### config.mk
export PLATFORM = sky130hd
export DESIGN_NAME = cws_sequencer
export DESIGN_NICKNAME = d
export VERILOG_FILES = /design/src/rtl/cws_pkg.sv /design/src/rtl/cws_sequencer.sv /design/src/rtl/cws_step_timer.sv
export VERILOG_INCLUDE_DIRS = /design/src /design/src/rtl
export SDC_FILE = /design/constraint.sdc
export NUM_CORES = 1
export LEC_CHECK = 0
export BUFFER_PORTS_ARGS = -buffer_cell sky130_fd_sc_hd__buf_2
export CORE_ASPECT_RATIO = 1.4
export CORE_MARGIN = 2
export CORE_UTILIZATION = 50
export DETAILED_ROUTE_END_ITERATION = 8
export PLACE_DENSITY = 0.7
export SLEW_MARGIN = 20
export SYNTH_ARGS = -nofsm -noshare
export SYNTH_HDL_FRONTEND = slang
export SYNTH_SLANG_ARGS = --single-unit
### constraint.sdc
create_clock -name sys_clk -period 10.9 [get_ports sys_clk]
set_input_delay 0.545 -clock sys_clk [delete_from_list [all_inputs] [get_ports sys_clk]]
set_output_delay 0.545 -clock sys_clk [all_outputs]
set_load 0.02 [all_outputs]
### src/rtl/cws_cfg.svh
// Purpose: constants for the command word sequencer
// Assumes: 15-bit word elements, 3/6/6 field split
// Notes: included by the package and the design files
`ifndef CWS_CFG_SVH
`define CWS_CFG_SVH
`define CWS_WORD_W 15
`define CWS_AOPT_MSB 14
`define CWS_AOPT_LSB 12
`define CWS_PCMD_MSB 11
`define CWS_PCMD_LSB 6
`define CWS_SEC_MSB 5
`define CWS_SEC_LSB 0
`define CWS_DIRECT_LEN 3'h4
`define CWS_INDIRECT_LEN 3'h6
`define CWS_HOLD_CLK_D 3'h3
`define CWS_HOLD_CLK_I 3'h5
`define CWS_OP_COMP_C1 6'h01
`define CWS_OP_COMP_C0 6'h02
`define CWS_OP_ADD 6'h03
`define CWS_OP_SWAP_AP 6'h04
`define CWS_OP_AND_INV 6'h05
`define CWS_OP_OR 6'h06
`define CWS_OP_HOLD_A 6'h07
`define CWS_OP_HOLD_P 6'h08
`define CWS_OP_MULT 6'h09
`define CWS_OP_DIV 6'h0A
`define CWS_OP_SHIFT 6'h0B
`define CWS_OP_FLOAT 6'h0C
`define CWS_OP_RPT 6'h0D
`define CWS_OP_JUMP 6'h0E
`define CWS_OP_SKIP 6'h0F
`define CWS_OP_WIO 6'h10
`define CWS_OP_EXT 6'h11
`define CWS_RESET_WORD 15'h0000
`endif

### src/rtl/cws_pkg.sv
// Purpose: shared types for the command word sequencer
// Assumes: constants come from cws_cfg.svh
// Notes: memory request travels as one packed struct
`include "cws_cfg.svh"
package cws_pkg;
  typedef logic [`CWS_WORD_W-1:0] cws_word_type;
  // Memory request toward core through the exchange register
  typedef struct packed {
    logic rd;
    logic wr;
    cws_word_type addr;
    cws_word_type wdata;
  } cws_mreq_type;
  // Command word fields
  typedef struct packed {
    logic [2:0] addressOptionField;
    logic [5:0] primaryCommandField;
    logic [5:0] secondaryField;
  } cws_cword_type;
endpackage : cws_pkg

### src/rtl/cws_sequencer.sv
// Purpose: run primary and secondary command fields of each word
// Assumes: memory answers rdValid in the cycle of the read strobe; ioSync from pins
// Notes: accumulator, pointer register and carry live here
`include "cws_cfg.svh"
module cws_sequencer #(
  parameter int WORD_W = `CWS_WORD_W
) (
  // Clock and reset
  input wire logic sys_clk,
  input wire logic srst,
  // Memory side through exchange register
  output cws_pkg::cws_mreq_type memReq,
  input wire cws_pkg::cws_word_type memRdata,
  input wire logic memRdValid,
  // Hold release inputs
  input wire logic ioSyncPin,
  input wire logic [7:0] repeatCount,
  // State shown outward
  output cws_pkg::cws_word_type accOut,
  output cws_pkg::cws_word_type ptrOut,
  output cws_pkg::cws_word_type cmdWordOut,
  output logic carryOut,
  output logic holdingOut,
  output logic badCmdOut
);
  import cws_pkg::*;
  //////////////////////////////////////////////////////////////////////
  // Declarations
  cws_word_type acc_reg; // Accumulator
  cws_word_type ptr_reg; // Auxiliary pointer / shift register
  cws_word_type mar_reg; // Memory address register
  cws_word_type mx_reg; // Memory exchange register
  cws_cword_type cw_reg; // Command word register
  logic carry_reg; // Carry indicator
  logic hold_reg; // Holding in a control state
  logic bad_reg; // Illegal field use seen
  logic [7:0] cnt_reg; // Iteration counter for holds
  cws_mreq_type req_reg; // Memory request register
  logic sync1_reg, sync2_reg; // Pin synchroniser
  logic [2:0] clkNum; // Current clock of word cycle
  logic indirect; // Indirect address option
  logic [2:0] cycLen; // Cycle length in clocks
  logic lastClk; // Final clock of this word
  logic [5:0] pcmd, scmd; // Fields of current word
  logic holdCmd; // Primary command that holds
  logic extCmd; // Extended special word
  logic secOk; // Secondary field is a command
  logic holdDone; // Hold released this cycle
  cws_word_type acc_next; // Accumulator after both fields
  cws_word_type ptr_next; // Pointer after both fields
  logic carry_next; // Carry after both fields
  cws_word_type swapTmp; // Scratch for a secondary swap
  //////////////////////////////////////////////////////////////////////
  // Field decode
  assign pcmd = cw_reg.primaryCommandField;
  assign scmd = cw_reg.secondaryField;
  assign indirect = cw_reg.addressOptionField[2];
  // Jump and skip keep the short cycle even with indirect options
  assign cycLen = (pcmd == `CWS_OP_JUMP || pcmd == `CWS_OP_SKIP) ?
    `CWS_DIRECT_LEN :
    (indirect ? `CWS_INDIRECT_LEN : `CWS_DIRECT_LEN);
  // Secondary may carry only the ops with secondary timing
  assign secOk = !cw_reg.addressOptionField[1] &&
    cw_reg.addressOptionField[0] &&
    (scmd == `CWS_OP_COMP_C1 || scmd == `CWS_OP_COMP_C0 ||
     scmd == `CWS_OP_ADD || scmd == `CWS_OP_SWAP_AP ||
     scmd == `CWS_OP_AND_INV || scmd == `CWS_OP_OR);
  assign holdCmd = (pcmd >= `CWS_OP_MULT && pcmd <= `CWS_OP_RPT) ||
    pcmd == `CWS_OP_WIO;
  assign extCmd = pcmd == `CWS_OP_EXT;
  assign lastClk = (clkNum == cycLen) && !hold_reg;
  assign holdDone = hold_reg && (pcmd == `CWS_OP_WIO ? sync2_reg :
    cnt_reg == 8'h00);
  //////////////////////////////////////////////////////////////////////
  // Clock counter; stalls while holding
  cws_step_timer u_timer (
    .sys_clk(sys_clk),
    .srst(srst),
    .advance(1'b1),
    .restart(lastClk || holdDone),
    .hold(hold_reg),
    .clkNum(clkNum)
  );
  //////////////////////////////////////////////////////////////////////
  // Pin synchroniser; first stage feeds only the second
  always_ff @(posedge sys_clk) begin
    if (srst) begin
      sync1_reg <= 1'b0;
      sync2_reg <= 1'b0;
    end else begin
      sync1_reg <= ioSyncPin;
      sync2_reg <= sync1_reg;
    end
  end
  //////////////////////////////////////////////////////////////////////
  // Fetch: clocks one and two read, restore, load word
  always_ff @(posedge sys_clk) begin
    if (srst) begin
      cw_reg <= `CWS_RESET_WORD;
      mar_reg <= `CWS_RESET_WORD;
    end else if (clkNum == 3'h2 && !hold_reg) begin
      cw_reg <= memRdata;
      mar_reg <= mar_reg + 15'h0001; // Next word in sequence
    end
  end
  //////////////////////////////////////////////////////////////////////
  // Memory request per clock
  always_ff @(posedge sys_clk) begin
    if (srst) begin
      req_reg <= '0;
    end else begin
      req_reg <= '0;
      if (clkNum == 3'h1 && !hold_reg) begin
        req_reg.rd <= 1'b1;
        req_reg.addr <= mar_reg;
      end else if (clkNum == 3'h2 && !hold_reg) begin
        req_reg.wr <= 1'b1; // Restore destructive read
        req_reg.addr <= mar_reg;
        req_reg.wdata <= memRdata;
      end else if (clkNum == cycLen - 3'h1 && !hold_reg && !extCmd) begin
        // Operand access; option transfers unused for extended
        if (pcmd == `CWS_OP_HOLD_A || pcmd == `CWS_OP_HOLD_P) begin
          req_reg.wr <= 1'b1;
          req_reg.wdata <= pcmd == `CWS_OP_HOLD_A ? acc_reg : ptr_reg;
        end else begin
          req_reg.rd <= 1'b1;
        end
        req_reg.addr <= indirect ? mx_reg : {9'h000, scmd};
      end
    end
  end
  //////////////////////////////////////////////////////////////////////
  // Exchange register captures read data
  always_ff @(posedge sys_clk) begin
    if (srst) begin
      mx_reg <= `CWS_RESET_WORD;
    end else if (memRdValid) begin
      mx_reg <= memRdata;
    end
  end
  //////////////////////////////////////////////////////////////////////
  // Holding state for sync or iteration counting
  always_ff @(posedge sys_clk) begin
    if (srst) begin
      hold_reg <= 1'b0;
      cnt_reg <= 8'h00;
    end else if (!hold_reg && holdCmd &&
      clkNum == (indirect ? `CWS_HOLD_CLK_I : `CWS_HOLD_CLK_D) &&
      (pcmd == `CWS_OP_WIO || !indirect)) begin
      hold_reg <= 1'b1;
      cnt_reg <= repeatCount;
    end else if (!hold_reg && extCmd && clkNum == 3'h3) begin
      hold_reg <= 1'b1; // Repeat control state
      cnt_reg <= repeatCount;
    end else if (holdDone) begin
      hold_reg <= 1'b0;
    end else if (hold_reg && cnt_reg != 8'h00) begin
      cnt_reg <= cnt_reg - 8'h01;
    end
  end
  //////////////////////////////////////////////////////////////////////
  // Illegal use flag: long ops outside primary direct
  always_ff @(posedge sys_clk) begin
    if (srst) begin
      bad_reg <= 1'b0;
    end else if (clkNum == 3'h3 && !hold_reg) begin
      bad_reg <= indirect && pcmd >= `CWS_OP_MULT &&
        pcmd <= `CWS_OP_RPT;
    end
  end
  //////////////////////////////////////////////////////////////////////
  // Next accumulator, pointer and carry for the word in control
  // Secondary works on the primary's result, so it wins on A
  always_comb begin
    acc_next = acc_reg;
    ptr_next = ptr_reg;
    carry_next = carry_reg;
    swapTmp = acc_reg;
    unique case (pcmd)
      `CWS_OP_COMP_C1: begin
        acc_next = ~acc_reg;
        carry_next = 1'b1;
      end
      `CWS_OP_COMP_C0: begin
        acc_next = ~acc_reg;
        carry_next = 1'b0;
      end
      `CWS_OP_ADD: begin
        acc_next = acc_reg + mx_reg;
      end
      `CWS_OP_SWAP_AP: begin
        acc_next = ptr_reg;
        ptr_next = acc_reg;
      end
      `CWS_OP_AND_INV: begin
        acc_next = mx_reg & ~acc_reg;
      end
      `CWS_OP_OR: begin
        acc_next = mx_reg | acc_reg;
      end
      default: begin
        acc_next = acc_reg; // Other commands leave A alone
      end
    endcase
    // Only ops with secondary timing act from this field
    if (secOk) begin
      unique case (scmd)
        `CWS_OP_COMP_C1: begin
          acc_next = ~acc_next;
          carry_next = 1'b1;
        end
        `CWS_OP_COMP_C0: begin
          acc_next = ~acc_next;
          carry_next = 1'b0;
        end
        `CWS_OP_ADD: begin
          acc_next = acc_next + mx_reg;
        end
        `CWS_OP_SWAP_AP: begin
          swapTmp = acc_next;
          acc_next = ptr_next;
          ptr_next = swapTmp;
        end
        `CWS_OP_AND_INV: begin
          acc_next = mx_reg & ~acc_next;
        end
        default: begin
          acc_next = mx_reg | acc_next;
        end
      endcase
    end
  end
  //////////////////////////////////////////////////////////////////////
  // Accumulator, pointer and carry load at the final clock
  // Extended words keep their own transfers, so nothing loads here
  always_ff @(posedge sys_clk) begin
    if (srst) begin
      acc_reg <= `CWS_RESET_WORD;
      ptr_reg <= `CWS_RESET_WORD;
      carry_reg <= 1'b0;
    end else if (lastClk && !extCmd) begin
      acc_reg <= acc_next;
      ptr_reg <= ptr_next;
      carry_reg <= carry_next;
    end
  end
  //////////////////////////////////////////////////////////////////////
  // Outputs from flip-flops
  assign memReq = req_reg;
  assign accOut = acc_reg;
  assign ptrOut = ptr_reg;
  assign cmdWordOut = cw_reg;
  assign carryOut = carry_reg;
  assign holdingOut = hold_reg;
  assign badCmdOut = bad_reg;
  //////////////////////////////////////////////////////////////////////
  // Checks
  a_fetch_read: assert property (
    @(posedge sys_clk) disable iff (srst)
    clkNum == 3'h1 && !hold_reg |=> memReq.rd)
    else $error("no fetch read at clock one");
  a_fetch_restore: assert property (
    @(posedge sys_clk) disable iff (srst)
    clkNum == 3'h2 && !hold_reg |=> memReq.wr)
    else $error("no restore at clock two");
  a_cycle_len: assert property (
    @(posedge sys_clk) disable iff (srst)
    clkNum <= cycLen)
    else $error("clock past cycle length");
  a_comp_carry: assert property (
    @(posedge sys_clk) disable iff (srst)
    lastClk && pcmd == `CWS_OP_COMP_C1 && !extCmd && !secOk
    |=> carry_reg && acc_reg == ~$past(acc_reg))
    else $error("complement wrong");
  a_add_sum: assert property (
    @(posedge sys_clk) disable iff (srst)
    lastClk && pcmd == `CWS_OP_ADD && !secOk
    |=> acc_reg == $past(acc_reg) + $past(mx_reg))
    else $error("add wrong");
  a_swap_pair: assert property (
    @(posedge sys_clk) disable iff (srst)
    lastClk && pcmd == `CWS_OP_SWAP_AP && !secOk
    |=> ptr_reg == $past(acc_reg))
    else $error("swap wrong");
  a_hold_stall: assert property (
    @(posedge sys_clk) disable iff (srst)
    hold_reg && !holdDone |=> $stable(clkNum))
    else $error("clock moved during hold");
  a_no_ext_op: assert property (
    @(posedge sys_clk) disable iff (srst)
    extCmd && clkNum > 3'h2 |=> !memReq.rd && !memReq.wr)
    else $error("option transfer in extended word");
  a_branch_short: assert property (
    @(posedge sys_clk) disable iff (srst)
    (pcmd == `CWS_OP_JUMP || pcmd == `CWS_OP_SKIP) && clkNum > 3'h2
    |-> clkNum <= 3'h4)
    else $error("jump or skip longer than four clocks");
  a_io_hold: assert property (
    @(posedge sys_clk) disable iff (srst)
    !hold_reg && pcmd == `CWS_OP_WIO &&
    clkNum == (indirect ? `CWS_HOLD_CLK_I : `CWS_HOLD_CLK_D)
    |=> hold_reg)
    else $error("word transfer did not hold");
  a_ext_hold: assert property (
    @(posedge sys_clk) disable iff (srst)
    !hold_reg && extCmd && clkNum == 3'h3 |=> hold_reg)
    else $error("extended word did not repeat its state");
  c_add: cover property (@(posedge sys_clk) lastClk && pcmd == `CWS_OP_ADD);
  c_hold: cover property (@(posedge sys_clk) holdDone);
  c_sec: cover property (@(posedge sys_clk) lastClk && secOk);
  c_ext_hold: cover property (@(posedge sys_clk) hold_reg && extCmd);
endmodule // cws_sequencer

### src/rtl/cws_step_timer.sv
// Purpose: clock counter for one command word; the cycle-length compare is in the sequencer
// Assumes: restart pulses on the final clock of a word or at hold release
// Notes: count stays put while hold is high and restart is low
`include "cws_cfg.svh"
module cws_step_timer (
  // Clock and reset
  input wire logic sys_clk,
  input wire logic srst,
  // Control
  input wire logic advance,
  input wire logic restart,
  input wire logic hold,
  // State
  output logic [2:0] clkNum
);
  import cws_pkg::*;
  logic [2:0] clk_reg;
  assign clkNum = clk_reg;
  // Clock number within the word cycle, 1-based
  always_ff @(posedge sys_clk) begin
    if (srst) begin
      clk_reg <= 3'h1;
    end else if (restart) begin
      clk_reg <= 3'h1;
    end else if (advance && !hold) begin
      clk_reg <= clk_reg + 3'h1;
    end
  end
endmodule // cws_step_timer

; ---- Word level (Yosys, flattened, before mapping)
; Index checks and enable logic that the tools add are counted.
[totals]
regBits = 123
inputBits = 27
out_inout_bits = 80
elab_cells = 129
[op_classes]
add_sub_neg = 6
magnitude_cmp = 2
n_eq_ne = 25
muxes = 30
bitwise_logic = 6
reduce_logical = 42
[ops]
columns = operator, count
row1 = 15-bit 2-to-1 mux, 8
row2 = 15-bit case mux with 5 select lines, 1
row3 = 15-bit case mux with 4 select lines, 1
row4 = "6-bit by 3-bit == test with 1-bit output, second input constant", 7
row5 = 32-bit 2-to-1 mux, 1
row6 = 8-bit 2-to-1 mux, 4
row7 = 31-bit 2-to-1 mux, 1
row8 = 15-bit adder, 2
row9 = 15-bit AND, 2
row10 = 15-bit inverter, 2
row11 = 15-bit bitwise OR, 2
row12 = "6-bit by 2-bit == test with 1-bit output, second input constant", 4
row13 = 1-bit logical AND, 19
row14 = "6-bit by 4-bit == test with 1-bit output, second input constant", 3
row15 = "15-bit by 1-bit adder with 15-bit output, second input constant", 1
row16 = "6-bit by 1-bit == test with 1-bit output, second input constant", 2
row17 = "6-bit by 5-bit == test with 1-bit output, second input constant", 2
row18 = 1-bit logical OR, 10
row19 = 3-bit == test, 3
row20 = 1-bit 2-to-1 mux, 9
row21 = 8-bit zero test, 1
row22 = 8-bit nonzero test, 1
row23 = 2-bit OR reduction, 4
row24 = "8-bit by 1-bit subtractor with 8-bit output, second input constant", 1
row25 = other kinds (13), 20

; ---- Logic depth before layout (Yosys ltp)
; Gate-level depths: netlist (run 1).
[depth]
ltp_word = 10
mapped_depth = 18
mapped_depth_nobuf = 17

; ---- Hierarchy
; A second synthesis (run 1) with hierarchy kept.
[unflattened]
cells_unflattened = 1157
hier_area_um2 = 8973.6
[by_module_without_submodules]
columns = module, n_inst, cells_per_inst, area_each_um2, seq_area_each_um2
row1 = cws_sequencer, 1, 1145, 8836.0, 2402.3
row2 = cws_step_timer, 1, 12, 137.6, 60.1

; ---- Least setup slack after synthesis (run 1)
; OpenSTA, ideal clock, no wires.
[synth_path]
path_type = register to register
start = reg acc_reg[0], in the netlist accOut[0]
end = reg acc_reg[11], in the netlist accOut[11]
setup_ns = 0.139
t_arrival_ns = 4.131
t_required_ns = 10.761
slack_ns = 6.630
path_stages_with_launch = 18
n_path_buf = 0
synth_period_minus_slack_ns = 4.270
cell_sequence = dfxtp_1 ha_1 fa_1 a211oi_1 nor2_1 a41oi_1 xor2_1 o21ai_0 inv_1 ha_1 a21oi_1 a21oi_1 a2111oi_0 nor3b_1 a31oi_1 o21ai_0 a2111oi_0 o32ai_1
[synth_via]
elab_chain_len = 6
elab_cells_between_ends = 11
classes_between = 2 x add/sub / 3 x mux / 6 x bitwise
[synth_lines]
columns = item, line
row1 = start: declaration, cws_sequencer.sv:29  ; cws_word_type acc_reg;
row2 = start signal: assignment, cws_sequencer.sv:238  ; acc_reg <= `CWS_RESET_WORD;
row3 = start signal: assignment, cws_sequencer.sv:242  ; acc_reg <= acc_next;
row4 = 15-bit adder / 15-bit inverter (equally long branches), n/a
row5 = 15-bit case mux with 5 select lines (*), cws_sequencer.sv:179  ; unique case (pcmd)
row6 = branches (longest 3 deep; another with 15-bit adder), n/a
row7 = 15-bit 2-to-1 mux (*), cws_sequencer.sv:206  ; if (secOk) begin
; Every way passes the cells marked *.
; A chain may end at the register's enable or synchronous reset.

; ---- Worst setup path after layout (run 1)
[layout_path]
start = reg cw_reg (netlist bit pcmd[0])
end = reg acc_reg[13], in the netlist accOut[13]
[layout_via]
elab_chain_len = 7
elab_cells_between_ends = 24
classes_between = 1 x add/sub / 10 x eq/ne / 5 x mux / 3 x bitwise / 5 x reduce/logical
[layout_lines]
columns = item, line
row1 = start: declaration, cws_sequencer.sv:33  ; cws_cword_type cw_reg;
row2 = start signal: assignment, cws_sequencer.sv:99  ; cw_reg <= `CWS_RESET_WORD;
row3 = start signal: assignment, cws_sequencer.sv:102  ; cw_reg <= memRdata;
row4 = branches (longest 7 deep; another with 15-bit adder), n/a
; Several ways; the timed one is not identified.

==> impl_metrics.json, run 1 <==
{
  "insertion_delay_ps": 430,
  "critPathBufInv": 1,
  "endpoint_kind": "flip-flop",
  "power_frac_seq_pct": 36.3,
  "std_cell_rows": 57,
  "synth_edf_count": 0,
  "worstPathCellList": "or3_1, nand3_1, nor2_1, a21oi_1, a221o_1, inv_1, ha_1, a21oi_1, o22ai_1, a2111oi_0, a21oi_1, o2111ai_1, o31ai_1, o31ai_1, a31oi_1",
  "dr_total_vias": 8954,
  "synth_cells": 1124,
  "dr.pass1.iters": 5,
  "cts.sinks": 123,
  "slowest_stage": "dfxtp_1",
  "grt_use_total_pct": 31.9,
  "maxCapViolations": 0,
  "fin_cells": 1438,
  "tns_ps": 0,
  "wl_mm": 29.6,
  "max_slew_margin_pct": 24.1,
  "drive_gt1_share_pct": 14.2,
  "combPwrFrac_pct": 19.2,
  "antenna_left": 0,
  "grt_pass1_wl_mm": 46.6,
  "hp-class": "in -> reg",
  "start_util_pct": 51.3,
  "nNetsFinal": 1313,
  "worst_pin_slew_ps": 1140,
  "ys_seq_elements": 123,
  "diodes": 0,
  "synthesis.nets": 1248,
  "clk_path_buf_depth": 2,
  "layout_commonest_cell": "dfxtp_1",
  "cts_tree": "done",
  "switching_share_pct": 31.4,
  "crit_family": "compound AO/OA/AOI/OAI gates",
  "fin_crit_sh_pct": 50.3,
  "cts_setup_buffers": 0,
  "gp_congestion": 0.943,
  "crit_top_cell": "a21oi_1",
  "overflow": 0,
  "final_cell_mix": "123 x dfxtp_1, 105 x nor2_1, 105 x buf_2",
  "worstSetupPathType": "reg -> reg",
  "p_int_uw": 930,
  "finClkSkew_ps": 11.5,
  "p_per_area_nw_per_um2": 133,
  "cp_max_fo": 26,
  "ir_drop_v": 0.000113,
  "die_area_sq_um": 18900,
  "cp.required_ps": 11190,
  "htree_levels": 4,
  "cp.arrival_ps": 5780,
  "yosysWarnings": 0,
  "syn_area_per_cell_sq_um": 7.94,
  "ioPinCount": 107,
  "cts_root_buf": "clkbuf_16",
  "p_sw_uw": 425,
  "synth-seq-area-share_pct": 27.6,
  "area_delta_synth_final_pct": 14.0,
  "yosys_most_used_dff": "dfxtp_1",
  "hold_viol_final": 0,
  "outcome": "complete, no violations",
  "path_clk_slew_ps": 60,
  "timing.final.max_slew_violations": 0,
  "pwr-share-clk_pct": 44.5,
  "hold_buffers": 0,
  "rsz0062_at_grt": "no",
  "drt_iter0_drc": 774,
  "max_stage_delay_ps": 1070,
  "setup_violations": 0,
  "numCtsBuffers": 17,
  "die_h_um": 162,
  "antenna_found_initial": 0,
  "async_reset_ff_share_pct": 0,
  "hpwl_mm": 20.8,
  "io_buffer_count": 106,
  "post_cts_resized": 0,
  "min_period_ps": 5480,
  "largest_reg_flops": 32,
  "start_kind": "flip-flop",
  "synth_area_sq_um": 8920,
  "viasPerCell": 6.23,
  "synth_cell_types": 72,
  "wl_per_cell_um": 20.6,
  "design.core.area_sq_um": 17400,
  "dp.cells": 1406,
  "dieWidth_um": 117,
  "grt_max_degree": 63,
  "drcViolationCount": 0,
  "grt_pass1_vias": 8787,
  "power.leakage_nw": 4.19,
  "clock.fmax_mhz": 182
}
-- Yosys cell counts, types with 12 or more instances --
cell type | instances | area, sq um
or3_1 | 19 | 119
a221oi_1 | 18 | 158
a22oi_1 | 18 | 135
clkbuf_1 | 51 | 191
dfxtp_1 | 123 | 2460
nor3_1 | 19 | 95.1
inv_1 | 65 | 244
nand2_1 | 90 | 338
a21oi_1 | 97 | 485
ha_1 | 95 | 1190
nand3_1 | 22 | 110
nor2_1 | 106 | 398
mux2i_1 | 39 | 390
nand2b_1 | 13 | 81.3
xor2_1 | 16 | 140
and2_1 | 18 | 113
o21ai_0 | 69 | 345
a211oi_1 | 36 | 270
nand4_1 | 12 | 75.1
-- through the flow --
stage | hold WS, ps | power, mW | cell area [sq um] | util, % | setup WS [ps]
after floorplan | 414 | 0.679 | 8920 | - | 6630
after detailed placement | 430 | 0.755 | 9550 | 54.9 | 5640
after global routing | 358 | 1.41 | 10200 | 58.5 | 5070
final | 327 | 1.36 | 10200 | 58.5 | 5420
after CTS | 328 | 1.35 | 10200 | 58.5 | 5620
after global placement | 419 | 0.752 | 9550 | 54.9 | 5790
-- final cells by class --
cell class,instances,area [sq um]
fillers,1701,7220
multi-input cells,865,5940
well taps,236,295
clock inverters,11,159
clock buffers,21,460
repair buffers,117,616
inverters,65,244
flip-flops and latches,123,2460
-- worst register-to-register path: cells and delay by family (launching register included) --
family | cells | cell delay [ps]
buffers and inverters | 1 | 120
DFF | 1 | 1070
adders and majority gates | 1 | 230
and+or+nand+nor | 3 | 1230
AOI/OAI and AO/OA | 10 | 2710
-- cells by family (layout without fill, tap and decap cells) --
group	Yosys count	after routing	share of synthesized area, %
flops	123	123	27.6
fa+ha+maj	97	97	13.8
mux	47	47	5.38
simple gates	349	349	19.0
buf+inv	136	214	6.01
compound gates	346	346	25.7
xor+xnor	26	26	2.55
-- per-layer routing --
| layer | share of wire, % | track usage (%) | vias up |
|---|---|---|---|
| met5 | 0 | 0 | - |
| met4 | 5.4 | 16.5 | 0 |
| met3 | 6.6 | 6.19 | 104 |
| met2 | 48 | 53.0 | 390 |
| met1 | 40 | 38.5 | 4253 |
| li1 | - | - | 4207 |
-- worst paths after layout --
path                  start         end  slack [ps]  cells past startpoint
setup reg to reg    pcmd[0]  accOut[13]        5420                     15
setup / recovery    pcmd[0]  accOut[13]        5420                     15
hold reg to reg   sync1_reg   sync2_reg         440                      1
hold / removal    ioSyncPin   sync1_reg         330                      2
-- power groups by stage --
stage / sequential (mW) / combinational, mW / clock [mW]
after floorplan: 0.497 / 0.182 / 0
after global placement: 0.500 / 0.252 / 0
after detailed placement: 0.501 / 0.254 / 0
after CTS: 0.491 / 0.256 / 0.607
after global routing: 0.494 / 0.288 / 0.628
final: 0.492 / 0.260 / 0.603
(Power assumes the default switching activity.)
==> run 2: changes to the inputs <==
--- a/config.mk
+++ b/config.mk
@@ -11,7 +11,7 @@
 export CORE_MARGIN = 2
 export CORE_UTILIZATION = 50
 export DETAILED_ROUTE_END_ITERATION = 8
-export PLACE_DENSITY = 0.7
+export PLACE_DENSITY = 0.73
 export SLEW_MARGIN = 20
 export SYNTH_ARGS = -nofsm -noshare
 export SYNTH_HDL_FRONTEND = slang
==> constraint.sdc (replaced) <==
create_clock -name sys_clk -period 4.55 [get_ports sys_clk]
set_input_delay 0.2275 -clock sys_clk [delete_from_list [all_inputs] [get_ports sys_clk]]
set_output_delay 0.2275 -clock sys_clk [all_outputs]
set_load 0.02 [all_outputs]
==> run 2 against run 1 <==
Net effect: global-route usage up 0.074 points; first-iteration DRC count up 9.4%; routed wire length up 3.1%; setup slack worse by 5200 ps; maximum frequency up 26%; design area up 2.7%; count of clock-buffer cells in the layout down 3; via count up 3.1%; combinational power rose to 2.6 times the previous value; register-to-register slack worse by 5200 ps; clock skew down 2.1 ps.
==> impl_metrics.json, run 2 (synthesized netlist as in run 1, its figures left out) <==
{
  "outcome": "complete, no violations",
  "start_util_pct": 51.3,
  "dieWidth_um": 117,
  "fin_crit_sh_pct": 95.3,
  "nNetsFinal": 1350,
  "largest_reg_flops": 32,
  "power_frac_seq_pct": 36.3,
  "cts_tree": "done",
  "clock.fmax_mhz": 231,
  "antenna_found_initial": 1,
  "dr_total_vias": 9232,
  "insertion_delay_ps": 430,
  "design_area_sq_um": 10400,
  "die_h_um": 162,
  "timing.final.max_slew_violations": 0,
  "total_power_mw": 3.20,
  "power.leakage_nw": 4.35,
  "wl_mm": 30.5,
  "drive_gt1_share_pct": 17.4,
  "cts_setup_buffers": 0,
  "final_util_pct": 60.0,
  "wl_per_cell_um": 20.7,
  "area_delta_synth_final_pct": 17.1,
  "die_area_sq_um": 18900,
  "start_kind": "flip-flop",
  "endpoint_kind": "flip-flop",
  "grt_pass1_vias": 8829,
  "place_ws_ps": 165,
  "grt_max_degree": 63,
  "postPlaceCellArea_sq_um": 9830,
  "tns_ps": 0,
  "drt_iter0_drc": 847,
  "max_slew_margin_pct": 26.8,
  "hp-class": "in -> reg",
  "cp.arrival_ps": 4650,
  "setup_violations": 0,
  "grt_use_total_pct": 31.9,
  "switching_share_pct": 32.3,
  "antenna_left": 0,
  "p_int_mw": 2.16,
  "overflow": 0,
  "gp_congestion": 1.06,
  "cts_root_buf": "clkbuf_16",
  "cp.required_ps": 4870,
  "pwr-share-clk_pct": 42.2,
  "path_clk_slew_ps": 60,
  "ioPinCount": 107,
  "hold_viol_final": 0,
  "p_per_area_nw_per_um2": 306,
  "finClkSkew_ps": 9.49,
  "worstSetupPathType": "reg -> reg",
  "hpwl_mm": 21.8,
  "numCtsBuffers": 17,
  "p_sw_mw": 1.03,
  "design.core.area_sq_um": 17400,
  "maxCapViolations": 0,
  "cts.sinks": 123,
  "htree_levels": 4,
  "grt_pass1_wl_mm": 46.7,
  "layout_commonest_cell": "dfxtp_1",
  "viasPerCell": 6.26,
  "std_cell_rows": 57,
  "cp_max_fo": 6,
  "drcViolationCount": 0,
  "final_cell_mix": "121 x dfxtp_1, 105 x nor2_1, 105 x buf_2",
  "io_buffer_count": 106,
  "hold_buffers": 0,
  "worst_pin_slew_ps": 1100,
  "fin_ws_ps": 214,
  "ir_drop_v": 0.000298,
  "dr.pass1.iters": 5,
  "post_cts_resized": 0,
  "min_period_ps": 4340,
  "combPwrFrac_pct": 21.5,
  "clk_path_buf_depth": 2
}
## run 2: layout make-up
cell class | count | area [sq um]
Clock inverter | 13 | 144
Timing Repair Buffer | 154 | 893
Fill cell | 1596 | 6950
Tap cell | 236 | 295
Clock buffer | 18 | 429
Multi-Input combinational cell | 865 | 5970
Inverter | 65 | 244
Antenna cell | 1 | 2.50
Sequential cell | 123 | 2460
## run 2: worst max-delay path: stages (launching register included)
cell       delay, ps
dfxtp_1          410
inv_1            150
ha_2             400
a211oi_2          90
buf_4            150
o41ai_1          470
a2111oi_0        140
buf_4            170
a211oi_1         260
mux2_2           360
o21ai_1          160
o21ai_0          150
ha_1             340
nand2b_1         100
o22ai_1           80
a22oi_1          180
o221ai_1         150
nor3_1           150
o221ai_1         140
o2111a_1         160
## run 2: power by group through the flow
stage / Combinational (mW) / Sequential (mW) / Clock (mW)
CTS: 0.669 / 1.16 / 1.35
global placement: 0.657 / 1.18 / 0
floorplan: 0.436 / 1.19 / 0
global route: 0.749 / 1.16 / 1.40
finish: 0.688 / 1.16 / 1.35
detailed placement: 0.664 / 1.18 / 0
## run 2: per-layer routing
metal / wire length, um / track usage (%)
met3: 2590 / 5.86
met1: 11900 / 39.7
met2: 14200 / 51.3
met5: 18 / 0
met4: 1820 / 18.4
## run 2: final timing paths
path                                start    endpoint  slack [ps]  cells past startpoint
worst max-delay path            accOut[2]  accOut[14]         210                     19
worst min-delay path            ioSyncPin   sync1_reg          20                      2
worst max register to register  accOut[2]  accOut[14]         210                     19
worst min register to register  sync1_reg   sync2_reg         440                      1
## run 2: through the flow
step,hold slack [ps],cells
finish,22.6,1475
global placement,418,1443
floorplan,356,1124
detailed placement,435,1443
global route,36.0,1474
CTS,17.9,1474
